File: config.mk
export PLATFORM = sky130hd
export DESIGN_NAME = eag_effective_address_generator
export DESIGN_NICKNAME = d
export VERILOG_FILES = /design/src/verilog/eag_pkg.sv /design/src/verilog/eag_effective_address_generator.sv
export VERILOG_INCLUDE_DIRS = /design/src /design/src/verilog
export SDC_FILE = /design/constraint.sdc
export NUM_CORES = 2
export LEC_CHECK = 0
export BUFFER_PORTS_ARGS = -buffer_cell sky130_fd_sc_hd__buf_2
export CAP_MARGIN = 20
export CORE_MARGIN = 2
export CORE_UTILIZATION = 50
export DETAILED_ROUTE_END_ITERATION = 10
export PLACE_DENSITY = 0.67
export SLEW_MARGIN = 20
export SYNTH_ARGS = -nofsm -noshare
export SYNTH_HDL_FRONTEND = slang
export SYNTH_SLANG_ARGS = --single-unit
File: constraint.sdc
create_clock -name clk_sys -period 8.3 [get_ports clk_sys]
set_input_delay 1.66 -clock clk_sys [delete_from_list [all_inputs] [get_ports clk_sys]]
set_output_delay 1.66 -clock clk_sys [all_outputs]
set_load 0.02 [all_outputs]
File: src/verilog/eag_cfg.svh
// constants for the effective address generator
`ifndef EAG_CFG_SVH
`define EAG_CFG_SVH
`define EAG_SIZE_BYTE_INC  32'h0000_0001
`define EAG_SIZE_WORD_INC  32'h0000_0002
`define EAG_SIZE_LONG_INC  32'h0000_0004
`define EAG_PC_EXT_OFFSET  32'h0000_0002
`define EAG_STACK_ALIAS    3'h7
`define EAG_EXT_ADDR_BITS  24
`define EAG_SUPER_BIT      13
`define EAG_REG_RESET      32'h0000_0000
`endif

File: src/verilog/eag_pkg.sv
// types for the effective address generator
`default_nettype none
package eag_pkg;
	typedef enum logic [3:0] {
		EAG_DATA_DIRECT  = 4'h0,
		EAG_ADDR_DIRECT  = 4'h1,
		EAG_ADDR_IND     = 4'h2,
		EAG_POSTINC      = 4'h3,
		EAG_PREDEC       = 4'h4,
		EAG_ADDR_DISP    = 4'h5,
		EAG_ADDR_INDEX   = 4'h6,
		EAG_ABS_SHORT    = 4'h7,
		EAG_ABS_LONG     = 4'h8,
		EAG_PC_DISP      = 4'h9,
		EAG_PC_INDEX     = 4'ha,
		EAG_IMMEDIATE    = 4'hb,
		EAG_BRANCH_SHORT = 4'hc,
		EAG_BRANCH_LONG  = 4'hd
	} eag_mode_type;
	typedef enum logic [1:0] {
		EAG_SZ_BYTE = 2'h0,
		EAG_SZ_WORD = 2'h1,
		EAG_SZ_LONG = 2'h2
	} eag_size_type;
	typedef enum logic [1:0] {
		EAG_IDLE = 2'h1,
		EAG_DONE = 2'h2
	} eag_state_type;
endpackage
`default_nettype wire

File: src/verilog/eag_effective_address_generator.sv
// effective address generator with its own general register bank
`timescale 1ns/1ps
`default_nettype none
`include "eag_cfg.svh"
module eag_effective_address_generator (
	input  wire logic        clk_sys,
	input  wire logic        reset_n,
	input  wire logic        start,
	input  wire logic [3:0]  ea_mode,
	input  wire logic [2:0]  addr_reg_n,
	input  wire logic [1:0]  op_size,
	input  wire logic [15:0] status_reg,
	input  wire logic [15:0] ext_word_hi,
	input  wire logic [15:0] ext_word_lo,
	input  wire logic [7:0]  opcode_disp,
	input  wire logic [3:0]  index_reg_sel,
	input  wire logic        index_long,
	input  wire logic [31:0] instr_addr,
	input  wire logic        wr_en,
	input  wire logic [4:0]  wr_sel,
	input  wire logic [31:0] wr_data,
	output logic             ea_valid_ff,
	output logic [31:0]      ea_addr_ff,
	output logic [23:0]      ext_addr_ff,
	output logic [31:0]      operand_ff,
	output logic             operand_is_reg_ff,
	output logic             ea_odd_fault_ff,
	output logic             stack_alias_reg_ff
);
	// register bank: 0..7 data, 8..14 address 0..6, 15 user, 16 supervisor
	logic [31:0]              regs_ff [0:16];
	eag_pkg::eag_state_type   state_ff;
	eag_pkg::eag_mode_type    mode_q;
	logic [4:0]               base_sel;
	logic [4:0]               idx_sel;
	logic [31:0]              base_val;
	logic [31:0]              idx_val;
	logic [31:0]              size_inc;
	logic [31:0]              nxt_ea;
	logic [31:0]              nxt_operand;
	logic                     nxt_is_reg;
	logic                     upd_reg;
	logic [31:0]              upd_val;
	logic                     is_byte;
	logic [31:0]              data_val;

	function automatic logic [31:0] sx16(input logic [15:0] v);
		sx16 = {{16{v[15]}}, v};
	endfunction

	function automatic logic [31:0] sx8(input logic [7:0] v);
		sx8 = {{24{v[7]}}, v};
	endfunction

	// maps an address register number onto the bank
	function automatic logic [4:0] areg_idx(input logic [2:0] n,
		input logic sup_mode);
		if (n == `EAG_STACK_ALIAS) begin
			areg_idx = sup_mode ? 5'h10 : 5'h0f;
		end else begin
			areg_idx = {2'h1, n};
		end
	endfunction

	assign mode_q   = eag_pkg::eag_mode_type'(ea_mode);
	assign is_byte  = (op_size == 2'(eag_pkg::EAG_SZ_BYTE));
	assign base_sel = areg_idx(addr_reg_n, status_reg[`EAG_SUPER_BIT]);
	assign idx_sel  = index_reg_sel[3]
		? areg_idx(index_reg_sel[2:0], status_reg[`EAG_SUPER_BIT])
		: {2'h0, index_reg_sel[2:0]};
	assign base_val = regs_ff[base_sel];
	assign data_val = regs_ff[{2'h0, addr_reg_n}];
	assign idx_val  = index_long ? regs_ff[idx_sel]
		: sx16(regs_ff[idx_sel][15:0]);

	always_comb begin
		unique case (op_size)
			2'(eag_pkg::EAG_SZ_BYTE): size_inc = `EAG_SIZE_BYTE_INC;
			2'(eag_pkg::EAG_SZ_WORD): size_inc = `EAG_SIZE_WORD_INC;
			default:                  size_inc = `EAG_SIZE_LONG_INC;
		endcase
	end

	always_comb begin
		nxt_ea      = 32'h0000_0000;
		nxt_operand = 32'h0000_0000;
		nxt_is_reg  = 1'b0;
		upd_reg     = 1'b0;
		upd_val     = base_val;
		case (mode_q)
			eag_pkg::EAG_DATA_DIRECT: begin
				nxt_operand = data_val;
				nxt_is_reg  = 1'b1;
			end
			eag_pkg::EAG_ADDR_DIRECT: begin
				nxt_operand = base_val;
				nxt_is_reg  = 1'b1;
			end
			eag_pkg::EAG_ADDR_IND: nxt_ea = base_val;
			eag_pkg::EAG_POSTINC: begin
				nxt_ea  = base_val;
				upd_reg = 1'b1;
				upd_val = base_val + size_inc;
			end
			eag_pkg::EAG_PREDEC: begin
				nxt_ea  = base_val - size_inc;
				upd_reg = 1'b1;
				upd_val = base_val - size_inc;
			end
			eag_pkg::EAG_ADDR_DISP: nxt_ea = base_val + sx16(ext_word_lo);
			eag_pkg::EAG_ADDR_INDEX:
				nxt_ea = base_val + sx8(opcode_disp) + idx_val;
			eag_pkg::EAG_ABS_SHORT: nxt_ea = sx16(ext_word_lo);
			eag_pkg::EAG_ABS_LONG: nxt_ea = {ext_word_hi, ext_word_lo};
			eag_pkg::EAG_PC_DISP, eag_pkg::EAG_BRANCH_LONG:
				nxt_ea = instr_addr + `EAG_PC_EXT_OFFSET
					+ sx16(ext_word_lo);
			eag_pkg::EAG_PC_INDEX:
				nxt_ea = instr_addr + `EAG_PC_EXT_OFFSET
					+ sx8(opcode_disp) + idx_val;
			eag_pkg::EAG_BRANCH_SHORT:
				nxt_ea = instr_addr + `EAG_PC_EXT_OFFSET
					+ sx8(opcode_disp);
			eag_pkg::EAG_IMMEDIATE: begin
				nxt_operand = {ext_word_hi, ext_word_lo};
				nxt_is_reg  = 1'b1;
			end
			default: nxt_ea = 32'h0000_0000;
		endcase
	end

	// register bank; address update beats a same-cycle load
	always_ff @(posedge clk_sys or negedge reset_n) begin
		if (!reset_n) begin
			for (int i = 0; i < 17; i++) begin
				regs_ff[i] <= `EAG_REG_RESET;
			end
		end else begin
			if (wr_en && wr_sel <= 5'h10) begin
				regs_ff[wr_sel] <= wr_data;
			end
			if (start && upd_reg) begin
				regs_ff[base_sel] <= upd_val;
			end
		end
	end

	always_ff @(posedge clk_sys or negedge reset_n) begin
		if (!reset_n) begin
			state_ff <= eag_pkg::EAG_IDLE;
		end else begin
			unique case (state_ff)
				eag_pkg::EAG_IDLE:
					state_ff <= start ? eag_pkg::EAG_DONE
						: eag_pkg::EAG_IDLE;
				eag_pkg::EAG_DONE:
					state_ff <= start ? eag_pkg::EAG_DONE
						: eag_pkg::EAG_IDLE;
				default: state_ff <= eag_pkg::EAG_IDLE;
			endcase
		end
	end

	always_ff @(posedge clk_sys or negedge reset_n) begin
		if (!reset_n) begin
			ea_valid_ff        <= 1'b0;
			ea_addr_ff         <= 32'h0000_0000;
			ext_addr_ff        <= 24'h00_0000;
			operand_ff         <= 32'h0000_0000;
			operand_is_reg_ff  <= 1'b0;
			ea_odd_fault_ff    <= 1'b0;
			stack_alias_reg_ff <= 1'b0;
		end else begin
			ea_valid_ff <= start;
			if (start) begin
				ea_addr_ff <= nxt_ea;
				// low 24 bits to the bus
				ext_addr_ff <= nxt_ea[`EAG_EXT_ADDR_BITS-1:0];
				operand_ff  <= nxt_operand;
				operand_is_reg_ff <= nxt_is_reg;
				// odd word or long is a fault, as is any odd pc displacement or branch address, byte size too
				ea_odd_fault_ff <= !nxt_is_reg && nxt_ea[0]
					&& (!is_byte || mode_q == eag_pkg::EAG_PC_DISP
					|| mode_q == eag_pkg::EAG_BRANCH_SHORT
					|| mode_q == eag_pkg::EAG_BRANCH_LONG);
				stack_alias_reg_ff <= base_sel == 5'h10;
			end
		end
	end
endmodule // eag_effective_address_generator
`default_nettype wire

==> implementation parameters <==
Parameter                              Value

Setup path
  Library cell appearing most often on the critical path    a211oi_1
  CP Class    primary input to flop
  Crit Path Max Fanout    17
  Startpoint of the lowest-slack register-to-register path    regs_ff[482]$_DFF_PN0_
  Number of buffer and inverter stages on the critical path    3
  Arr. time, crit path    7910 ps
  Worst setup startpoint    index_reg_sel[1]
  Cells along the critical path    buf_2 > nand2_1 > o21ai_4 > buf_4 > mux4_2 > a21oi_1 > nor2_1 > a211oi_1 > fa_1 > inv_1 > ha_1 > a211oi_1 > o21ai_0 > a31oi_1 > o21ai_0 > o2111ai_1 > a211oi_1 > a31o_2 > mux2_2 > a2111oi_0 > a22oi_1
  Element type at the critical path start    primary input
  Slowest CP cell    a211oi_1
  Biggest cell delay along the critical path    600 ps
  Cell class contributing the biggest share of worst-path delay    compound AO/OA/AOI/OAI gates
  WP data required    8810 ps
  Critical Path End Type    flop

Run
  Max Cap Viol    0

Final layout
  Fin nets    5378
  Area added between synthesis and finish    10.9%
  Cell area after layout    51300 sq um
  Share of layout cells above drive strength 1    0.220
  Filler Cell Count    8169
  Commonest cells after routing, fill and taps aside    dfrtp_1, nand2_1, a21oi_1
  Footprint of the multi-input gates    28800 sq um
  Most common library cell in the layout ignoring fill and taps    dfrtp_1
  Sequential cell area    15300 sq um

Floorplanning
  Top-level I/O count    235
  Starting Density    0.504
  Die Wd    308 microns
  Area of the core    91700 sq um
  Die boundary height    308 microns
  Number of rows created at floorplan    111
  Total die area    94900 sq um

STA
  Min Tclk post-route    7400 ps
  Final setup violating endpoints    0
  Max Clock Freq    135 MHz
  Period Utilization, post-route    0.891
  RSZ-0062 raised after global routing    no
  Setup tns final    0 ps
  Worst clock skew    41.1 ps
  Headroom to the max-slew limit    0.199
  Final count of hold timing violations    0
  Slew Limit Fails    0
  Transition time at the pin with the least slew margin    1200 ps

Pwr
  Internal power    7.65 mW
  Power density of the placed cells    241 nW/um^2
  IR drop worst, VDD    154 uV
  Total net switching power    4.70 mW
  Switching share of power    0.381
  Part of the power in the clock network    0.266
  Combinational share of power    0.393
  Fraction of power consumed by sequential logic    0.340
  Total leakage power    23.1 nW

Yosys
  Post-synthesis xor/xnor area fraction    0.0333
  Syn Inst Count    4971
  Syn_nets    5294
  Seq cells post-synth    612
  Main combinational cell family by area after synthesis    multiplexers
  Post-synthesis adder-cell area fraction    0.0547
  Leading post-synthesis cells by cell area    dfrtp_1, mux2_2, mux4_2
  Share of synthesized cell area in and, or, nand and nor gates    0.128
  Number of warnings printed during yosys synthesis    0
  Compound-gate portion of the synthesized area    0.198
  Unique cell type count in the Yosys netlist    99
  Dominant cell type by area after synthesis    dfrtp_1
  Total standard cell area after synthesis    46200 sq um
  EDFF count, synth    0
  Mapped Avg Cell Area    9.30 sq um
  Sequential area share after synthesis    0.331
  Multiplexer share of the synthesized area    0.202
  Post-synth ARST share    1.00
  Prevailing post-synth register cell    dfrtp_1
  Top cell type's share of synthesized area    0.331

Drt
  Vias after detailed routing    43200
  Detailed-route DRC error count    0
  Total detailed-routing wirelength    184000 microns
  ANT nets after route    0
  Drt first-iter violations    5887
  Drt pass-1 iters    8
  Detail-routed via count per cell    6.86
  Wirelength per Cell    29.2 microns

Clocking
  CTS Sinks    612
  Clock-pin slew of the registers on the worst-case setup and hold paths    60 ps
  TritonCTS clock tree    built
  Cts repair resizes    0
  Clock H-tree levels    3
  Clock buffers created by TritonCTS    74
  Post CTS Setup Buffer Count    0
  Number of hold buffers added after CTS    0
  Number of buffers between clock root and the deepest sink    3
  Root Buffer Master    clkbuf_16
  Clock latency reported for the late side of the worst-skew pair    660 ps

Run status
  Outcome    finished, final reports clean

Global route
  Global-route wire length before repair    270000 microns
  Initial antenna violation count    13
  Vias in the first global route    41400
  GRT Total Usage    0.382
  Largest net degree at the start of global routing    160
  Global-route congestion overflow total    0

Worst hold path
  Type of the most critical hold path    flop to flop
  Launch instance of the worst min-delay path    operand_ff[23]$_DFFE_PN0P_

Placement
  Post-detail-place hpwl    123000 microns
  Routability cong.    0.984
  Count of buffers from port buffering    219
  Cell area after placement    48900 sq um
synthesized netlist by cell type, types with 77 or more instances:
library cell,instances
mux2_2,358
clkbuf_1,269
inv_1,154
a21oi_1,427
o21ai_0,281
nand3_1,94
ha_1,143
a211oi_1,77
xnor2_1,104
mux4_2,123
nor2_1,363
dfrtp_1,612
mux2i_1,256
nand2_1,501
through the flow:
stage                     hold slack (ps)  setup WS (ps)  utilization  cells  power, mW
after floorplan                       489            736            -   4971       7.46
after global placement                468            515        0.533   6165       8.82
after detailed placement              468            430        0.533   6165       8.92
after CTS                             485           1100        0.559   6294       12.2
after global routing                  492            659        0.560   6299       13.0
final                                 480            904        0.560   6301       12.3
power groups by stage:
stage	registers [mW]	logic, mW	clock network, mW
floorplan	4.08	3.38	0
global placement	4.18	4.63	0
detailed placement	4.21	4.71	0
CTS	4.17	4.74	3.29
global route	4.27	5.27	3.42
finish	4.20	4.86	3.29
cell families (layout without fill, tap and decap cells):
| logic type | count (synthesis) | count (layout) |
|---|---|---|
| fa+ha+maj | 180 | 180 |
| buf+inv | 574 | 711 |
| simple gates | 1301 | 1301 |
| other cells | 0 | 7 |
| flops | 612 | 612 |
| mux | 737 | 737 |
| xor+xnor | 167 | 167 |
| compound gates | 1400 | 1400 |
registers in the layout, indices dropped and copies added, names as in the netlist:
| signal | count |
|---|---|
| ea_odd_fault_ff | 1 |
| operand_is_reg_ff | 1 |
| ea_addr_ff | 32 |
| operand_ff | 32 |
| regs_ff | 544 |
| ea_valid_ff | 1 |
| stack_alias_reg_ff | 1 |
final cells by class:
cell class / instances / share of cell area
Clock buffer: 107 / 0.0425
Clock inverter: 22 / 0.00417
Sequential cell: 612 / 0.299
Inverter: 160 / 0.0117
Timing Repair Buffer: 422 / 0.0534
Antenna cell: 7 / 0.000341
Tap cell: 1186 / 0.0289
Multi-Input combinational cell: 3785 / 0.561
worst reg2reg max path, stage by stage, from the launching register on:
cell and delay [ps]:
dfrtp_1 400, mux4_2 460, a21oi_1 190, nor2_1 60
a211oi_1 600, fa_1 570, inv_1 80, ha_1 240
a211oi_1 340, o21ai_0 180, a31oi_1 310, o21ai_0 260
o2111ai_1 520, a211oi_1 210, a31o_2 300, mux2_2 270
a2111oi_0 420, a22oi_1 160
per-layer routing:
| layer | global-route usage | wire length (microns) | share of wire | vias to the layer above |
|---|---|---|---|---|
| li1 | - | - | - | 18500 |
| met1 | 0.494 | 69500 | 0.38 | 21100 |
| met2 | 0.578 | 80300 | 0.44 | 2919 |
| met3 | 0.106 | 23100 | 0.13 | 663 |
| met4 | 0.215 | 11300 | 0.062 | 8 |
| met5 | 0 | 56 | 0.00030 | - |
final timing paths:
path / to / slack (ps) / cells after the start
max: ea_addr_ff[30]$_DFFE_PN0P_ / 900 / 21
min: operand_ff[23]$_DFFE_PN0P_ / 480 / 1
max reg2reg: ea_addr_ff[30]$_DFFE_PN0P_ / 2640 / 17
min reg2reg: operand_ff[23]$_DFFE_PN0P_ / 480 / 1
max in group asynchronous: regs_ff[310]$_DFF_PN0_ / 5730 / 2
min in group asynchronous: regs_ff[421]$_DFF_PN0_ / 1030 / 1
(Power assumes the default switching activity.)
